### config.mk
export PLATFORM = sky130hd
export DESIGN_NAME = pst_smbus_target
export DESIGN_NICKNAME = d
export VERILOG_FILES = /design/src/hw/pst_pkg.sv /design/src/hw/pst_sync3.sv /design/src/hw/pst_smbus_target.sv
export VERILOG_INCLUDE_DIRS = /design/src /design/src/hw
export SDC_FILE = /design/constraint.sdc
export NUM_CORES = 1
export LEC_CHECK = 0
export ABC_AREA = 1
export BUFFER_PORTS_ARGS = -buffer_cell sky130_fd_sc_hd__clkbuf_2
export CORE_MARGIN = 5
export CORE_UTILIZATION = 44
export CTS_CLUSTER_SIZE = 25
export DETAILED_ROUTE_END_ITERATION = 8
export PLACE_DENSITY = 0.71
export SLEW_MARGIN = 30
export SYNTH_ARGS = -nofsm -noshare
export SYNTH_HDL_FRONTEND = slang
export SYNTH_SLANG_ARGS = --single-unit
### constraint.sdc
create_clock -name core_clk -period 7.9 [get_ports core_clk]
set_input_delay 0.79 -clock core_clk [delete_from_list [all_inputs] [get_ports core_clk]]
set_output_delay 0.79 -clock core_clk [all_outputs]
set_load 0.01 [all_outputs]
### src/hw/pst_cfg.svh
// constants of the smbus target: timing, addresses, idle values
// assumes a 20 MHz core clock and open-drain pads with pull-ups
`ifndef PST_CFG_SVH
`define PST_CFG_SVH

// ----------------------------------------------------------------
// clock and link timing
// ----------------------------------------------------------------
`define PST_CLK_PERIOD_NS   50
`define PST_NS_PER_MS       1000000
`define PST_STRETCH_MAX_MS  1
`define PST_SCL_TIMEOUT_MS  25
`define PST_RECOVER_MS      10

// ----------------------------------------------------------------
// address bytes and fixed values
// ----------------------------------------------------------------
`define PST_CTL_BASE        8'hB0
`define PST_EEP_BASE        8'hA0
`define PST_TX_FILL         8'hFF
`define PST_BITS_PER_BYTE   4'h8
`define PST_PIN_IDLE        1'h1

`endif

### src/hw/pst_pkg.sv
// types shared by the smbus target and its bench
// assumes pst_cfg.svh for the numeric constants
package pst_pkg;

  // ----------------------------------------------------------------
  // receive / transmit sequencer
  // ----------------------------------------------------------------
  typedef enum logic [2:0] {
    ST_IDLE,
    ST_ADDR,
    ST_ADDR_ACK,
    ST_RX,
    ST_RX_ACK,
    ST_TX_WAIT,
    ST_TX,
    ST_TX_ACK
  } pst_state_t;

  // ----------------------------------------------------------------
  // fault events from the supply controller
  // ----------------------------------------------------------------
  typedef struct packed {
    logic temp_warn;
    logic fan_slow;
    logic temp_shut;
    logic gen_fail;
    logic over_curr;
    logic over_volt;
    logic under_volt;
    logic fan_fail;
  } pst_events_t;

  // ----------------------------------------------------------------
  // raw pin group, sampled together
  // ----------------------------------------------------------------
  typedef struct packed {
    logic scl;
    logic sda;
    logic strap_reused;
    logic strap2;
    logic strap1;
    logic strap0;
  } pst_pins_t;

endpackage

### src/hw/pst_sync3.sv
// three-stage input synchroniser with agreement filter
// assumes inputs asynchronous to clk, idle level high
`timescale 1ns/1ps
`default_nettype none
`include "pst_cfg.svh"

module pst_sync3 #(
  parameter int W = 1
) (
  input  wire logic         clk,
  input  wire logic         rst,
  input  wire logic [W-1:0] d,
  output var  logic [W-1:0] q
);

  // ----------------------------------------------------------------
  // one chain per bit; value moves when stages two and three agree
  // ----------------------------------------------------------------
  for (genvar i = 0; i < W; i++)
  begin : g_bit
    logic s1;
    logic s2;
    logic s3;
    always_ff @(posedge clk or posedge rst)
    begin
      if (rst)
      begin
        s1   <= `PST_PIN_IDLE;
        s2   <= `PST_PIN_IDLE;
        s3   <= `PST_PIN_IDLE;
        q[i] <= `PST_PIN_IDLE;
      end
      else
      begin
        s1 <= d[i];
        s2 <= s1;
        s3 <= s2;
        if (s2 == s3)
        begin
          q[i] <= s3;
        end
      end
    end
  end

endmodule
`default_nettype wire

### src/hw/pst_smbus_target.sv
// smbus target interface of the supply with strap addressing and alert
// assumes open-drain pads resolved outside; core_clk 20 MHz; scl is
// sampled, never used as a clock
`timescale 1ns/1ps
`default_nettype none
`include "pst_cfg.svh"

module pst_smbus_target #(
  parameter int STRETCH_CYC = (`PST_STRETCH_MAX_MS * `PST_NS_PER_MS)
                              / `PST_CLK_PERIOD_NS,
  parameter int TIMEOUT_CYC = (`PST_SCL_TIMEOUT_MS * `PST_NS_PER_MS
                              + `PST_CLK_PERIOD_NS - 1) / `PST_CLK_PERIOD_NS
) (
  input  wire logic               core_clk,
  input  wire logic               rst,
  input  wire logic               scl_in,
  output var  logic               scl_out,
  output var  logic               scl_oe,
  input  wire logic               sda_in,
  output var  logic               sda_out,
  output var  logic               sda_oe,
  input  wire logic               addr_strap_bit0,
  input  wire logic               addr_strap_bit1,
  input  wire logic               addr_strap_bit2,
  input  wire logic               strap2_reused,
  input  wire pst_pkg::pst_events_t events,
  output var  logic               fault_alert_n,
  output var  logic               fault_alert_oe,
  output var  logic               led_amber_solid,
  output var  logic               led_amber_blink,
  output var  logic [7:0]         rx_data,
  output var  logic               rx_valid,
  output var  logic               rx_first,
  output var  logic               xfer_eeprom,
  input  wire logic [7:0]         tx_data,
  input  wire logic               tx_valid,
  output var  logic               tx_taken,
  output var  logic               bus_busy,
  output var  logic               bus_timeout
);
  import pst_pkg::*;

  pst_pins_t   pins_raw;
  pst_pins_t   pins;
  pst_state_t  state;
  logic        scl_q;
  logic        sda_q;
  logic        scl_rise;
  logic        scl_fall;
  logic        start_det;
  logic        stop_det;
  logic [7:0]  ctl_addr;
  logic [7:0]  eep_addr;
  logic [7:0]  sh;
  logic [3:0]  bit_cnt;
  logic        rd;
  logic        nack;
  logic        first;
  logic        hit_ctl;
  logic        hit_eep;
  logic [15:0] stretch_cnt;
  logic        stretch_hit;
  logic [19:0] low_cnt;
  logic        timeout_hit;
  logic [7:0]  tx_byte;
  logic        ev_shut;
  logic        ev_warn;

  // ----------------------------------------------------------------
  // pin sampling
  // ----------------------------------------------------------------
  assign pins_raw = '{scl: scl_in, sda: sda_in,
                      strap_reused: strap2_reused,
                      strap2: addr_strap_bit2,
                      strap1: addr_strap_bit1,
                      strap0: addr_strap_bit0};

  pst_sync3 #(
    .W ($bits(pst_pins_t))
  ) u_sync (
    .clk (core_clk),
    .rst (rst),
    .d   (pins_raw),
    .q   (pins)
  );

  always_ff @(posedge core_clk or posedge rst)
  begin
    if (rst)
    begin
      scl_q   <= `PST_PIN_IDLE;
      sda_q   <= `PST_PIN_IDLE;
      scl_out <= 1'h0;
      sda_out <= 1'h0;
    end
    else
    begin
      scl_q   <= pins.scl;
      sda_q   <= pins.sda;
      scl_out <= 1'h0;
      sda_out <= 1'h0;
    end
  end

  assign scl_rise  = pins.scl & ~scl_q;
  assign scl_fall  = ~pins.scl & scl_q;
  // start and stop are sda edges while scl stays high
  assign start_det = scl_q & pins.scl & sda_q & ~pins.sda;
  assign stop_det  = scl_q & pins.scl & ~sda_q & pins.sda;

  // ----------------------------------------------------------------
  // address formation from straps
  // ----------------------------------------------------------------
  // open pads read high by the pad pull-up, grounded pads low
  always_ff @(posedge core_clk or posedge rst)
  begin
    if (rst)
    begin
      ctl_addr <= `PST_CTL_BASE;
      eep_addr <= `PST_EEP_BASE;
    end
    else
    begin
      ctl_addr <= `PST_CTL_BASE + {4'h0, pins.strap2 & ~pins.strap_reused,
                  pins.strap1, pins.strap0, 1'h0};
      eep_addr <= `PST_EEP_BASE + {4'h0, pins.strap2 & ~pins.strap_reused,
                  pins.strap1, pins.strap0, 1'h0};
    end
  end

  assign hit_ctl = sh[7:1] == ctl_addr[7:1];
  assign hit_eep = sh[7:1] == eep_addr[7:1];
  assign tx_byte = tx_valid ? tx_data : `PST_TX_FILL;

  // ----------------------------------------------------------------
  // stretch and timeout counters
  // ----------------------------------------------------------------
  assign stretch_hit = stretch_cnt == 16'(STRETCH_CYC - 2);
  assign timeout_hit = low_cnt == 20'(TIMEOUT_CYC - 1);

  always_ff @(posedge core_clk or posedge rst)
  begin
    if (rst)
    begin
      stretch_cnt <= 16'h0000;
    end
    else
    begin
      stretch_cnt <= scl_oe ? stretch_cnt + 16'h0001 : 16'h0000;
    end
  end

  always_ff @(posedge core_clk or posedge rst)
  begin
    if (rst)
    begin
      low_cnt <= 20'h00000;
    end
    else if (!pins.scl && state != ST_IDLE && !timeout_hit)
    begin
      low_cnt <= low_cnt + 20'h00001;
    end
    else
    begin
      low_cnt <= 20'h00000;
    end
  end

  // ----------------------------------------------------------------
  // byte sequencer
  // ----------------------------------------------------------------
  // sda and scl are only ever pulled low while scl is low inside a
  // transfer the host opened, so no start is ever produced here
  always_ff @(posedge core_clk or posedge rst)
  begin
    if (rst)
    begin
      state       <= ST_IDLE;
      sh          <= 8'h00;
      bit_cnt     <= 4'h0;
      rd          <= 1'h0;
      nack        <= 1'h0;
      first       <= 1'h0;
      sda_oe      <= 1'h0;
      scl_oe      <= 1'h0;
      rx_data     <= 8'h00;
      rx_valid    <= 1'h0;
      rx_first    <= 1'h0;
      xfer_eeprom <= 1'h0;
      tx_taken    <= 1'h0;
      bus_busy    <= 1'h0;
      bus_timeout <= 1'h0;
    end
    else
    begin
      rx_valid    <= 1'h0;
      tx_taken    <= 1'h0;
      bus_timeout <= 1'h0;
      if (start_det)
      begin
        state    <= ST_ADDR;
        bit_cnt  <= 4'h0;
        sda_oe   <= 1'h0;
        scl_oe   <= 1'h0;
        bus_busy <= 1'h1;
      end
      else if (stop_det)
      begin
        state    <= ST_IDLE;
        sda_oe   <= 1'h0;
        scl_oe   <= 1'h0;
        bus_busy <= 1'h0;
      end
      else if (timeout_hit)
      begin
        state       <= ST_IDLE;
        sda_oe      <= 1'h0;
        scl_oe      <= 1'h0;
        bus_busy    <= 1'h0;
        bus_timeout <= 1'h1;
      end
      else
      begin
        case (state)
          ST_IDLE:
          begin
            sda_oe <= 1'h0;
            scl_oe <= 1'h0;
          end
          ST_ADDR, ST_RX:
          begin
            if (scl_rise)
            begin
              sh      <= {sh[6:0], pins.sda};
              bit_cnt <= bit_cnt + 4'h1;
            end
            else if (scl_fall && bit_cnt == `PST_BITS_PER_BYTE)
            begin
              if (state == ST_RX)
              begin
                sda_oe   <= 1'h1;
                rx_data  <= sh;
                rx_valid <= 1'h1;
                rx_first <= first;
                first    <= 1'h0;
                state    <= ST_RX_ACK;
              end
              else if (hit_ctl || hit_eep)
              begin
                sda_oe      <= 1'h1;
                xfer_eeprom <= hit_eep;
                rd          <= sh[0];
                first       <= 1'h1;
                state       <= ST_ADDR_ACK;
              end
              else
              begin
                state    <= ST_IDLE;
                bus_busy <= 1'h0;
              end
            end
          end
          ST_ADDR_ACK, ST_RX_ACK:
          begin
            if (scl_fall)
            begin
              sda_oe  <= 1'h0;
              bit_cnt <= 4'h0;
              state   <= (state == ST_ADDR_ACK && rd) ? ST_TX_WAIT : ST_RX;
            end
          end
          ST_TX_WAIT:
          begin
            scl_oe <= 1'h1;
            if (tx_valid || stretch_hit)
            begin
              sh       <= tx_byte;
              sda_oe   <= ~tx_byte[7];
              tx_taken <= tx_valid;
              bit_cnt  <= 4'h1;
              state    <= ST_TX;
            end
          end
          ST_TX:
          begin
            scl_oe <= 1'h0;
            if (scl_fall)
            begin
              if (bit_cnt == `PST_BITS_PER_BYTE)
              begin
                sda_oe <= 1'h0;
                state  <= ST_TX_ACK;
              end
              else
              begin
                sh      <= {sh[6:0], 1'h0};
                sda_oe  <= ~sh[6];
                bit_cnt <= bit_cnt + 4'h1;
              end
            end
          end
          ST_TX_ACK:
          begin
            if (scl_rise)
            begin
              nack <= pins.sda;
            end
            else if (scl_fall)
            begin
              state <= nack ? ST_IDLE : ST_TX_WAIT;
            end
          end
          default:
          begin
            state <= ST_IDLE;
          end
        endcase
      end
    end
  end

  // ----------------------------------------------------------------
  // fault alert and amber indication
  // ----------------------------------------------------------------
  assign ev_shut = events.temp_shut | events.gen_fail | events.over_curr |
                   events.over_volt | events.under_volt | events.fan_fail;
  assign ev_warn = events.temp_warn | events.fan_slow;

  always_ff @(posedge core_clk or posedge rst)
  begin
    if (rst)
    begin
      fault_alert_n   <= 1'h1;
      fault_alert_oe  <= 1'h0;
      led_amber_solid <= 1'h0;
      led_amber_blink <= 1'h0;
    end
    else
    begin
      fault_alert_n   <= ~(ev_shut | ev_warn);
      fault_alert_oe  <= ev_shut | ev_warn;
      led_amber_solid <= ev_shut;
      led_amber_blink <= ev_warn & ~ev_shut;
    end
  end
endmodule
`default_nettype wire

---- Word-level counts from Yosys, hierarchy flattened ----
Index checks and enable logic that the tools add are counted.
word-level totals
  logic and storage cells ................. 228
  flip-flop bits (word level) ............. 116
  output and inout bits ................... 22
  RAM bits ................................ 0
  latch bits .............................. 0
  memories kept ........................... 0
  ROM bits ................................ 0
  input bits .............................. 25
operators by class
  add/subtract/negate cells ............... 5
  bitwise operators ....................... 30
  reduce and logical (&&, ||, !) cells .... 30
  equality and inequality tests ........... 41
  shifts and indexed selects .............. 0
  multiply operators ...................... 0
  order comparisons ....................... 0
  mux-type cells .......................... 73
  div/mod/pow operators ................... 0
operators with widths
  cell                                                    number
  2-to-1 mux 3 bit                                        14
  2-to-1 mux 8 bit                                        5
  != test 5 bit (second input constant)                   8
  2-to-1 mux 1 bit                                        38
  2-to-1 mux 4 bit                                        8
  one-hot mux 8 bit (3 select lines)                      1
  AND reduction 8 bit                                     3
  AND reduction 7 bit                                     3
  adder 20 x 1 -> 20 bit (second input constant)          1
  equality test 20 x 19 -> 1 bit (second input constant)  1
  2-to-1 mux 20 bit                                       1
  adder 16 x 1 -> 16 bit (second input constant)          1
  adder 8 x 4 -> 8 bit (first input constant)             2
  equality test 16 x 15 -> 1 bit (second input constant)  1
  2-to-1 mux 16 bit                                       1
  one-hot mux 4 bit (4 select lines)                      1
  nonzero test 8 bit                                      2
  != test 3 bit (second input constant)                   5
  one-hot mux 3 bit (5 select lines)                      1
  equality test 7 bit                                     2
  NOT 1 bit                                               14
  equality test 3 bit (second input constant)             4
  != test 2 bit (second input constant)                   6
  AND reduction 5 bit                                     2
  other kinds (23)                                        54

---- Longest topological paths before layout ----
Gate-level depths: netlist (run 1).
  word-level depth ........................ 10
  mapped depth ............................ 12
  depth with buffers taken out ............ 12

---- Cells and area by module ----
A second synthesis (run 1) with hierarchy kept.
unflattened totals
  cells, all modules ...................... 609
  area total of the unflattened synthesis .. 5103.6 um^2
by module, submodules not included
  module            seq. area each (um^2)  times used  area each (um^2)  cells each
  pst_smbus_target  1980.6                 1           4371.7            560
  pst_sync3         630.6                  1           732.0             49

---- Worst setup path before layout (run 1) ----
No wires, ideal clock.
  kind .................................... flip-flop to flip-flop
  start ................................... register low_cnt[0]
  end ..................................... register state[1]
  data required time ...................... 7781 ps
  path buffers ............................ 0
  stages on the path, launching flop included .. 11
  slack ................................... 6351 ps
  library setup time ...................... 119 ps
  clock period less this slack ............ 1549 ps
  arrival time ............................ 1430 ps
  path through ............................ dfrtp_1 ha_1 nand3_2 nor2_2 nand3_4 nand2_4 inv_4 nand2_2 nand3_2 nand2_1 nand2_1
on the way
  longest elaborated chain between the ends .. 4
  elaborated cells on any way between the ends .. 14
  classes of those cells .................. eq/ne (9); mux (3); reduce/logical (2)
RTL lines
  what                                                         RTL line                 RTL
  start: declaration                                           pst_smbus_target.sv:63   logic [19:0] low_cnt;
  start signal: assignment                                     pst_smbus_target.sv:161  low_cnt <= low_cnt + 20'h00001;
  equality test 20 x 19 -> 1 bit *                             pst_smbus_target.sv:139  assign timeout_hit = low_cnt == 20'(TIMEOUT_CYC - 1);
  branches (longest 3 deep; another with AND reduction 9 bit)  --
  end signal: assignment                                       pst_smbus_target.sv:269  state <= (state == ST_ADDR_ACK && rd) ? ST_TX_WAIT : ST_RX;
  end signal: assignment                                       pst_smbus_target.sv:310  state <= nack ? ST_IDLE : ST_TX_WAIT;
  end: declaration                                             pst_smbus_target.sv:45   pst_state_t state;
Mark *: on every way between the ends.
A chain may end at the register's enable or synchronous reset.

---- Worst setup path in the final report (run 1) ----
  start ................................... register low_cnt[0]
  end ..................................... register low_cnt[11]
on the way
  longest elaborated chain between the ends .. 4
  elaborated cells on any way between the ends .. 5
  classes of those cells .................. add/sub (1); eq/ne (1); mux (1); reduce/logical (2)
RTL lines
  what                                                            RTL line                 RTL
  branches (longest 3 deep; another with adder 20 x 1 -> 20 bit)  --
  2-to-1 mux 20 bit *                                             pst_smbus_target.sv:159  else if (!pins.scl && state != ST_IDLE && !timeout_hit)
Marks and branches as above.

==> results of run 1 <==
[worst paths after layout]
kind	from	to	cells after the start
setup / recovery	low_cnt[0]	low_cnt[11]	6
hold / removal	u_sync.g_bit[2].s1	u_sync.g_bit[2].s2	0
setup reg to reg	low_cnt[0]	low_cnt[11]	6
hold reg to reg	u_sync.g_bit[2].s1	u_sync.g_bit[2].s2	0
max in group asynchronous	rst	rx_data[6]	3
min in group asynchronous	rst	fault_alert_oe	2
[placed cells by master, fill, tap and decap left out, types with 6 or more instances in the layout]
cell / netlist / layout
nand2_1: 122 / 122
nor3b_1: 6 / 6
inv_2: 7 / 7
o21ai_1: 15 / 15
nand2_2: 8 / 8
nor3_1: 17 / 17
nor2_2: 10 / 10
xor2_1: 10 / 10
a21oi_1: 17 / 17
dfrtp_1: 76 / 76
nand4_1: 13 / 13
nor2_1: 82 / 82
clkbuf_16: 0 / 9
clkbuf_2: 0 / 44
o21ai_0: 15 / 15
nand3_1: 26 / 26
maj3_1: 6 / 6
inv_1: 55 / 54
dfstp_2: 27 / 27
[critical path: cells and delay by family (launching register included)]
| kind | cells | cell delay, ps |
|---|---|---|
| fa+ha+maj | 1 | 260 |
| simple gates | 5 | 1330 |
| flops | 1 | 430 |
[cells in the mapped netlist, types with 5 or more instances]
cell type	instances
a21oi_1	17
dfrtp_1	76
dfstp_2	27
ha_1	5
inv_1	55
inv_2	7
maj3_1	6
nand2_1	122
nand2_2	8
nand3_1	26
nand4_1	13
nor2_1	82
nor2_2	10
nor3_1	17
nor3b_1	6
o21ai_0	15
o21ai_1	15
xor2_1	10
[registers in the layout, summed over array words and instances, names as in the netlist, 3 cells and up]
register	count
state	3
rx_data	8
sh	8
ctl_addr	3
bit_cnt	4
stretch_cnt	16
u_sync.q	6
u_sync.g_bit.s2	6
low_cnt	20
u_sync.g_bit.s1	6
u_sync.g_bit.s3	6
[per-stage QoR]
stage	setup WS (ps)	utilization [%]	std cells	instance area [um^2]	hold WS, ps
final	5765	50.58	754	5532	356.5
after global routing	5540	50.58	754	5532	359.2
after CTS	5716	50.58	754	5532	356.7
after detailed placement	5731	48.04	738	5254	346.8
after global placement	5868	48.04	738	5254	346.4
after floorplan	4451	-	564	4942	345.2
[power groups by stage]
stage	Combinational (mW)	Clock (mW)	Sequential [mW]
finish	0.314	0.420	0.630
global route	0.359	0.454	0.637
CTS	0.314	0.430	0.630
detailed placement	0.312	0	0.639
global placement	0.305	0	0.637
floorplan	0.268	0	0.623
[final cells by class]
class | count | area [um^2] | share of cell area [%]
Multi-Input combinational cell | 387 | 1998 | 36.12
Clock inverter | 7 | 52.55 | 0.9500
Inverter | 63 | 241.5 | 4.366
Clock buffer | 9 | 225.2 | 4.071
Timing Repair Buffer | 45 | 227.7 | 4.117
Sequential cell | 103 | 2611 | 47.21
Tap cell | 140 | 175.2 | 3.167
[cell families (layout without fill, tap and decap cells)]
kind of cell,Yosys count,in the layout,synth area share [%]
and+or+nand+nor,308,308,29.74
buffers and inverters,74,124,6.739
adders and majority gates,11,11,2.483
other,1,2,0.07593
AOI/OAI and AO/OA,53,53,5.777
xor gates and xnor gates,13,13,2.306
DFF,103,103,52.88
[metal layers]
metal  global-route usage [%]  part of all wire, %  up-vias
met2                    25.28                   48       94
met5                        0                    0        -
met3                    3.342                  5.2       14
met1                    20.78                   45     1713
li1                         -                    -     1905
met4                    5.182                  1.4        0
==> metrics.md, run 1 <==
| Metric | Value |
|---|---|
| CTS sink count | `~100` |
| Antenna cells | `0` |
| Initial antenna violation count | `0` |
| Sequential share of the synthesized area | `a little over half` |
| Sw frac | `between 30% and 40%` |
| Placement Rows | `38` |
| Mapped Area | `4938 um^2` |
| Initial core utilization | `45.16%` |
| Filler Cells Inserted | `between 1000 and 1500` |
| CTS tree | `built` |
| Prevailing post-synth register cell | `dfrtp_1` |
| Initial detailed-routing violation count | `213` |
| CP Launch Type | `register` |
| Antenna Violating Nets Remaining | `0` |
| Skew-Pair Late Insertion Delay | `350 ps` |
| Cell taking the most area after synthesis | `dfrtp_1` |
| CP Max Fanout | `20` |
| Syn Area/Cell | `a little under 9 um^2` |
| Critical path type | `reg -> reg` |
| Worst stage delay on the critical path | `around 580 ps` |
| Power, Total | `around 1.4 mW` |
| Pwr/cell area | `around 250 nW/um^2` |
| Worst path slowest cell | `nand3b_1` |
| Worst Path Required | `8130 ps` |
| Total negative slack | `0 ps` |
| First-pass GRT wire length | `16.85 mm` |
| DRC viols | `0` |
| All-Layer GR Usage | `15.55%` |
| Final hold vios | `0` |
| Comb power frac | `between 20% and 30%` |
| Final Critical Period | `about 2100 ps` |
| R2R Setup Slk | `a little under 6000 ps` |
| Post-cts resize count | `0` |
| Final setup fails | `0` |
| GP Congestion | `0.9308` |
| Worst Tran Pin Value | `812.2 ps` |
| # IOs | `47` |
| Hold WC Path Type | `reg -> reg` |
| FMAX | `~470 MHz` |
| Via count | `3726` |
| Max Cap Viol | `0` |
| Htree depth | `3` |
| Largest net degree at the start of global routing | `54` |
| Internal power | `0.9059 mW` |
| Static leakage | `2.522 nW` |
| Final period util | `27.02%` |
| Area grow syn2layout | `12.01%` |
| WL/cell | `12.86 um` |
| Fin nets | `~640` |
| Slew Limit Fails | `0` |
| Die extent in x | `115.9 um` |
| Flops & latches, synth | `103` |
| Hold_buf cts | `0` |
| Peak supply drop | `147.2 uV` |
| CP endpoint kind | `register` |
| Main area contributors after synthesis | `dfrtp_1 39%, dfstp_2 14%, nand2_1 9.3%` |
| RSZ-0062 raised after global routing | `false` |
| EDFF count, synth | `0` |
| Die H | `about 120 um` |
| Post-CTS setup repair buffer count | `0` |
| Worst slew margin | `a little under half` |
| WP data arrival | `2370 ps` |
| WL final | `between 9 and 10 mm` |
| DIE AREA | `13440 um^2` |
| Grt ovf | `0` |
| Clk slew on worst S/H paths | `about 70 ps` |
| HPWL Detailed | `7.121 mm` |
| Vias in the first global route | `about 3700` |
| TritonCTS buffer count | `9` |
| I/O Buffers | `44` |
| Routed vias/inst | `about 5` |
| Flop pwr share | `a little under half` |
| Clk_skew | `6.772 ps` |
| Synth warn | `0` |
| Switch Pwr | `0.4581 mW` |
| Fraction of layout cells with a size suffix above 1 | `21.66%` |
| Post-synth cell types | `between 40 and 50` |
| Clk root buf | `clkbuf_16` |
| Core area | `10940 um^2` |
| Share of the synthesized area in the top cell type | `38.51%` |
| Status | `finished, final reports clean` |
| Gate Count Post-Synth | `~560` |
| Clock network power share | `between 30% and 40%` |
| Crit-path cells | `ha_1 -> nand3_2 -> nor2_2 -> nand3_4 -> nand3b_1 -> nor3b_1` |
| Clk buf depth | `2` |
| Drt pass-1 iters | `5` |
| Async set or reset register ratio after synthesis | `100.0%` |
No activity file was read; power rests on OpenSTA's default activity.
==> inputs of run 2 (changes only) <==
ABC_AREA = 0   (was 1)
clock period = 2.2 ns   (was 7.9 ns; I/O delays follow)
==> metrics.md, run 2 <==
| Metric | Value |
|---|---|
| CP startpoint | `stretch_cnt[15]` |
| Vias in the first global route | `3408 (-7.8%)` |
| Hold WC Path Type | `in -> async` |
| Antenna Violating Nets Remaining | `0 (unchanged)` |
| Sw frac | `26.25% (-7.3 points)` |
| CTS sink count | `103 (unchanged)` |
| Final period util | `102.4% (+75 points)` |
| Clock network power share | `32.3% (+1.5 points)` |
| CTS tree | `built` |
| Crit-path cells | `or4bb_1 -> nor4_4 -> buf_4 -> o32ai_4 -> or4_4 -> o32ai_2` |
| WL/cell | `14.17 um (+10%)` |
| Top cells by count, synth | `76 x dfrtp_1, 41 x nor2_1, 27 x dfstp_2` |
| Met2 Use GR | `24.55% (-0.73 points)` |
| Htree depth | `3 (unchanged)` |
| Biggest regs | `low_cnt x20, stretch_cnt x16` |
| First-pass GRT wire length | `16.01 mm (-5.0%)` |
| WP data arrival | `2520 ps (+150 ps)` |
| CP Launch Type | `register` |
| Placement Rows | `38 (unchanged)` |
| Worst slew margin | `61.52% (+16 points)` |
| Seq. cell area | `2611 um^2 (unchanged)` |
| EDFF count, synth | `0 (unchanged)` |
| # IOs | `47 (unchanged)` |
| Clk slew on worst S/H paths | `100 ps (+30 ps)` |
| Final setup fails | `2 (+2)` |
| Cell taking the most area after synthesis | `dfrtp_1` |
| Most common cell after layout, fill and taps aside | `dfrtp_1` |
| Final core occ | `52.71% (+2.1 points)` |
| Fin nets | `540 (-15%)` |
| Drt pass-1 iters | `5 (unchanged)` |
| Syn Area/Cell | `10.87 um^2 (+24%)` |
| WL final | `9.282 mm (-4.3%)` |
| CP Max Fanout | `6 (-70%)` |
| Biggest register | `low_cnt` |
| Critical path buffers and inverters | `1 (+1)` |
| Worst stage delay on the critical path | `550 ps (-30 ps)` |
| Critical path type | `reg -> reg` |
| GRT met3 Usage | `3.289% (-0.053 points)` |
| Synth warn | `0 (unchanged)` |
| Initial detailed-routing violation count | `143 (-33%)` |
| Static leakage | `2.499 nW (-0.91%)` |
| GP Congestion | `0.9147 (-1.7%)` |
| Final hold vios | `25 (+25)` |
| TritonCTS buffer count | `9 (unchanged)` |
| Worst path slowest cell | `or4bb_1` |
| Routed vias/inst | `5.232 (+5.9%)` |
| Die extent in x | `114.0 um (-1.7%)` |
| Pwr/cell area | `718.1 nW/um^2 (+190%)` |
| Fraction of layout cells with a size suffix above 1 | `28.35% (+6.7 points)` |
| DP Worst Slack | `-40.45 ps (-5772 ps)` |
| Filler Cells Inserted | `967 (-4.9%)` |
| Grt ovf | `0 (unchanged)` |
| Internal power | `3.000 mW (+230%)` |
| CP delay by family, top | `simple AND/OR/NAND/NOR gates` |
| DRC viols | `0 (unchanged)` |
| HPWL Detailed | `6.585 mm (-7.5%)` |
| Post-synth cell types | `60 (+36%)` |
| Max FFs per register | `20 (unchanged)` |
| Clk_skew | `8.647 ps (+1.875 ps)` |
| Sequential share of the synthesized area | `54.85% (+2.0 points)` |
| I/O Buffers | `44 (unchanged)` |
| Initial antenna violation count | `0 (unchanged)` |
| Final setup margin | `-53.21 ps (-5819 ps)` |
| Status | `finished with violations` |
| Max Cap Viol | `0 (unchanged)` |
| Most frequent cells in the layout | `76 x dfrtp_1, 44 x clkbuf_2, 41 x nor2_1` |
| Area grow syn2layout | `18.97%` |
| Peak supply drop | `386.8 uV (+160%)` |
| RSZ-0062 raised after global routing | `true` |
| Antenna cells | `0 (unchanged)` |
| Skew-Pair Late Insertion Delay | `360 ps (about the same)` |
| Flops & latches, synth | `103 (unchanged)` |
| Violations in the final reports | `hold timing, setup timing` |
| Clk buf depth | `2 (unchanged)` |
| Die H | `114.0 um (-1.7%)` |
| Core area | `10750 um^2 (-1.7%)` |
| CP endpoint kind | `register` |
| Flop pwr share | `54.3% (+8.1 points)` |
| Fin Hold WS | `-76.92 ps (-433.4 ps)` |
| Met1 GRT Util | `20.59% (-0.19 points)` |
| Worst Tran Pin Value | `577.3 ps (-234.9 ps)` |
| Comb power frac | `13.5% (-9.5 points)` |
| All-Layer GR Usage | `15.01% (-0.54 points)` |
| Main area contributors after synthesis | `dfrtp_1 40%, dfstp_2 15%, mux2_2 4.3%` |
| Final Critical Period | `2253 ps (+118.5 ps)` |
| Switch Pwr | `1.068 mW (+130%)` |
| Worst Path Required | `2470 ps (-5660 ps)` |
| Slew Limit Fails | `0 (unchanged)` |
| Mapped Area | `4761 um^2 (-3.6%)` |
| Area occupied by multi-input gates | `2024 um^2 (+1.3%)` |
| Clk root buf | `clkbuf_8` |
| Largest net degree at the start of global routing | `104 (+93%)` |
| Async set or reset register ratio after synthesis | `100.0% (unchanged)` |
| Layer with the highest usage | `met2` |
| Gate Count Post-Synth | `438 (-22%)` |
| Most common cell in the netlist | `dfrtp_1` |
| Initial core utilization | `44.31% (-0.85 points)` |
| Prevailing post-synth register cell | `dfrtp_1` |
| FMAX | `443.8 MHz (-5.3%)` |
| DIE AREA | `13000 um^2 (-3.3%)` |
| Share of the synthesized area in the top cell type | `39.95% (+1.4 points)` |
| Via count | `3427 (-8.0%)` |
| Worst r2r src | `stretch_cnt[15]` |
run 2: changes by cell type in the layout (fill, tap and decap cells not counted), sizes merged, moves of 7 or more:
cell,before,now
and2,0,16
buf,1,29
inv,68,24
mux2,0,18
nand2,133,21
nand2b,0,7
nand3,31,18
nor2,94,41
nor3,19,9
nor3b,8,0
o21ai,31,17
xnor2,3,22
run 2: kinds of logic (layout without fill, tap and decap cells):
family / count (synthesis) / count (layout) / synth area share (%)
AO/OA/AOI/OAI: 63 / 63 / 8.910
XOR/XNOR: 34 / 34 / 6.255
multiplexers: 22 / 22 / 5.098
other: 1 / 2 / 0.07877
flip-flops: 103 / 103 / 54.85
buffers and inverters: 42 / 118 / 3.495
AND/OR/NAND/NOR: 162 / 162 / 18.74
adder cells (fa/ha/maj): 11 / 11 / 2.576
run 2: timing repair:
item | in CTS | in global routing
buffers inserted | 1 | 3
endpoints found under the setup margin | 9 | 16
resized for setup | 3 | 3
hold endpoints to repair | 6 | 0
hold buffers | 6 | 0
pin swaps | 0 | 1
run 2: area by class of cell:
cell class,count,area share (%)
flip-flops and latches,103,46.10
repair buffers,79,9.454
clock inverters,6,1.590
well taps,140,3.093
multi-input cells,294,35.74
clock buffers,10,2.430
inverters,23,1.590
run 2: path summary, 6_finish.rpt:
path	to	slack (ps)	cells after the start
max in group asynchronous	u_sync.g_bit[4].s1	1790	3
max	bit_cnt[2]	-50	6
min in group core_clk	fault_alert_oe	90	3
max reg2reg	bit_cnt[2]	-50	6
min reg2reg	u_sync.g_bit[4].s2	360	0
min	stretch_cnt[13]	-80	3
run 2: through the flow:
stage                     power, mW  std cells  TNS (ps)  area (um^2)  hold slack [ps]
after floorplan               2.580        439         0         4787            224.5
after global placement        2.742        629    -5.933         5328            308.7
after detailed placement      2.773        629    -201.1         5328            308.9
after CTS                     4.114        652    -86.44         5639            11.68
after global routing          4.286        655    -900.0         5664            29.46
final                         4.068        655    -83.44         5664           -76.92
run 2: power groups by stage:
stage          logic (mW)  clock network (mW)  registers (mW)
2_1_floorplan       0.392                   0            2.19
3_3_place_gp        0.511                   0            2.23
3_5_place_dp        0.530                   0            2.24
4_1_cts             0.549                1.36            2.21
5_1_grt             0.620                1.43            2.24
6_report            0.547                1.31            2.21
run 2: tightest hold or removal path: cells and delay by family:
kind | cells | cell delay [ps]
buffers and inverters | 3 | 510
run 2: metal layers:
layer / routed length, um / up-vias
met5: 0 / -
met4: 154 / 0
met3: 428 / 19
met2: 4508 / 80
met1: 4190 / 1661
li1: - / 1667
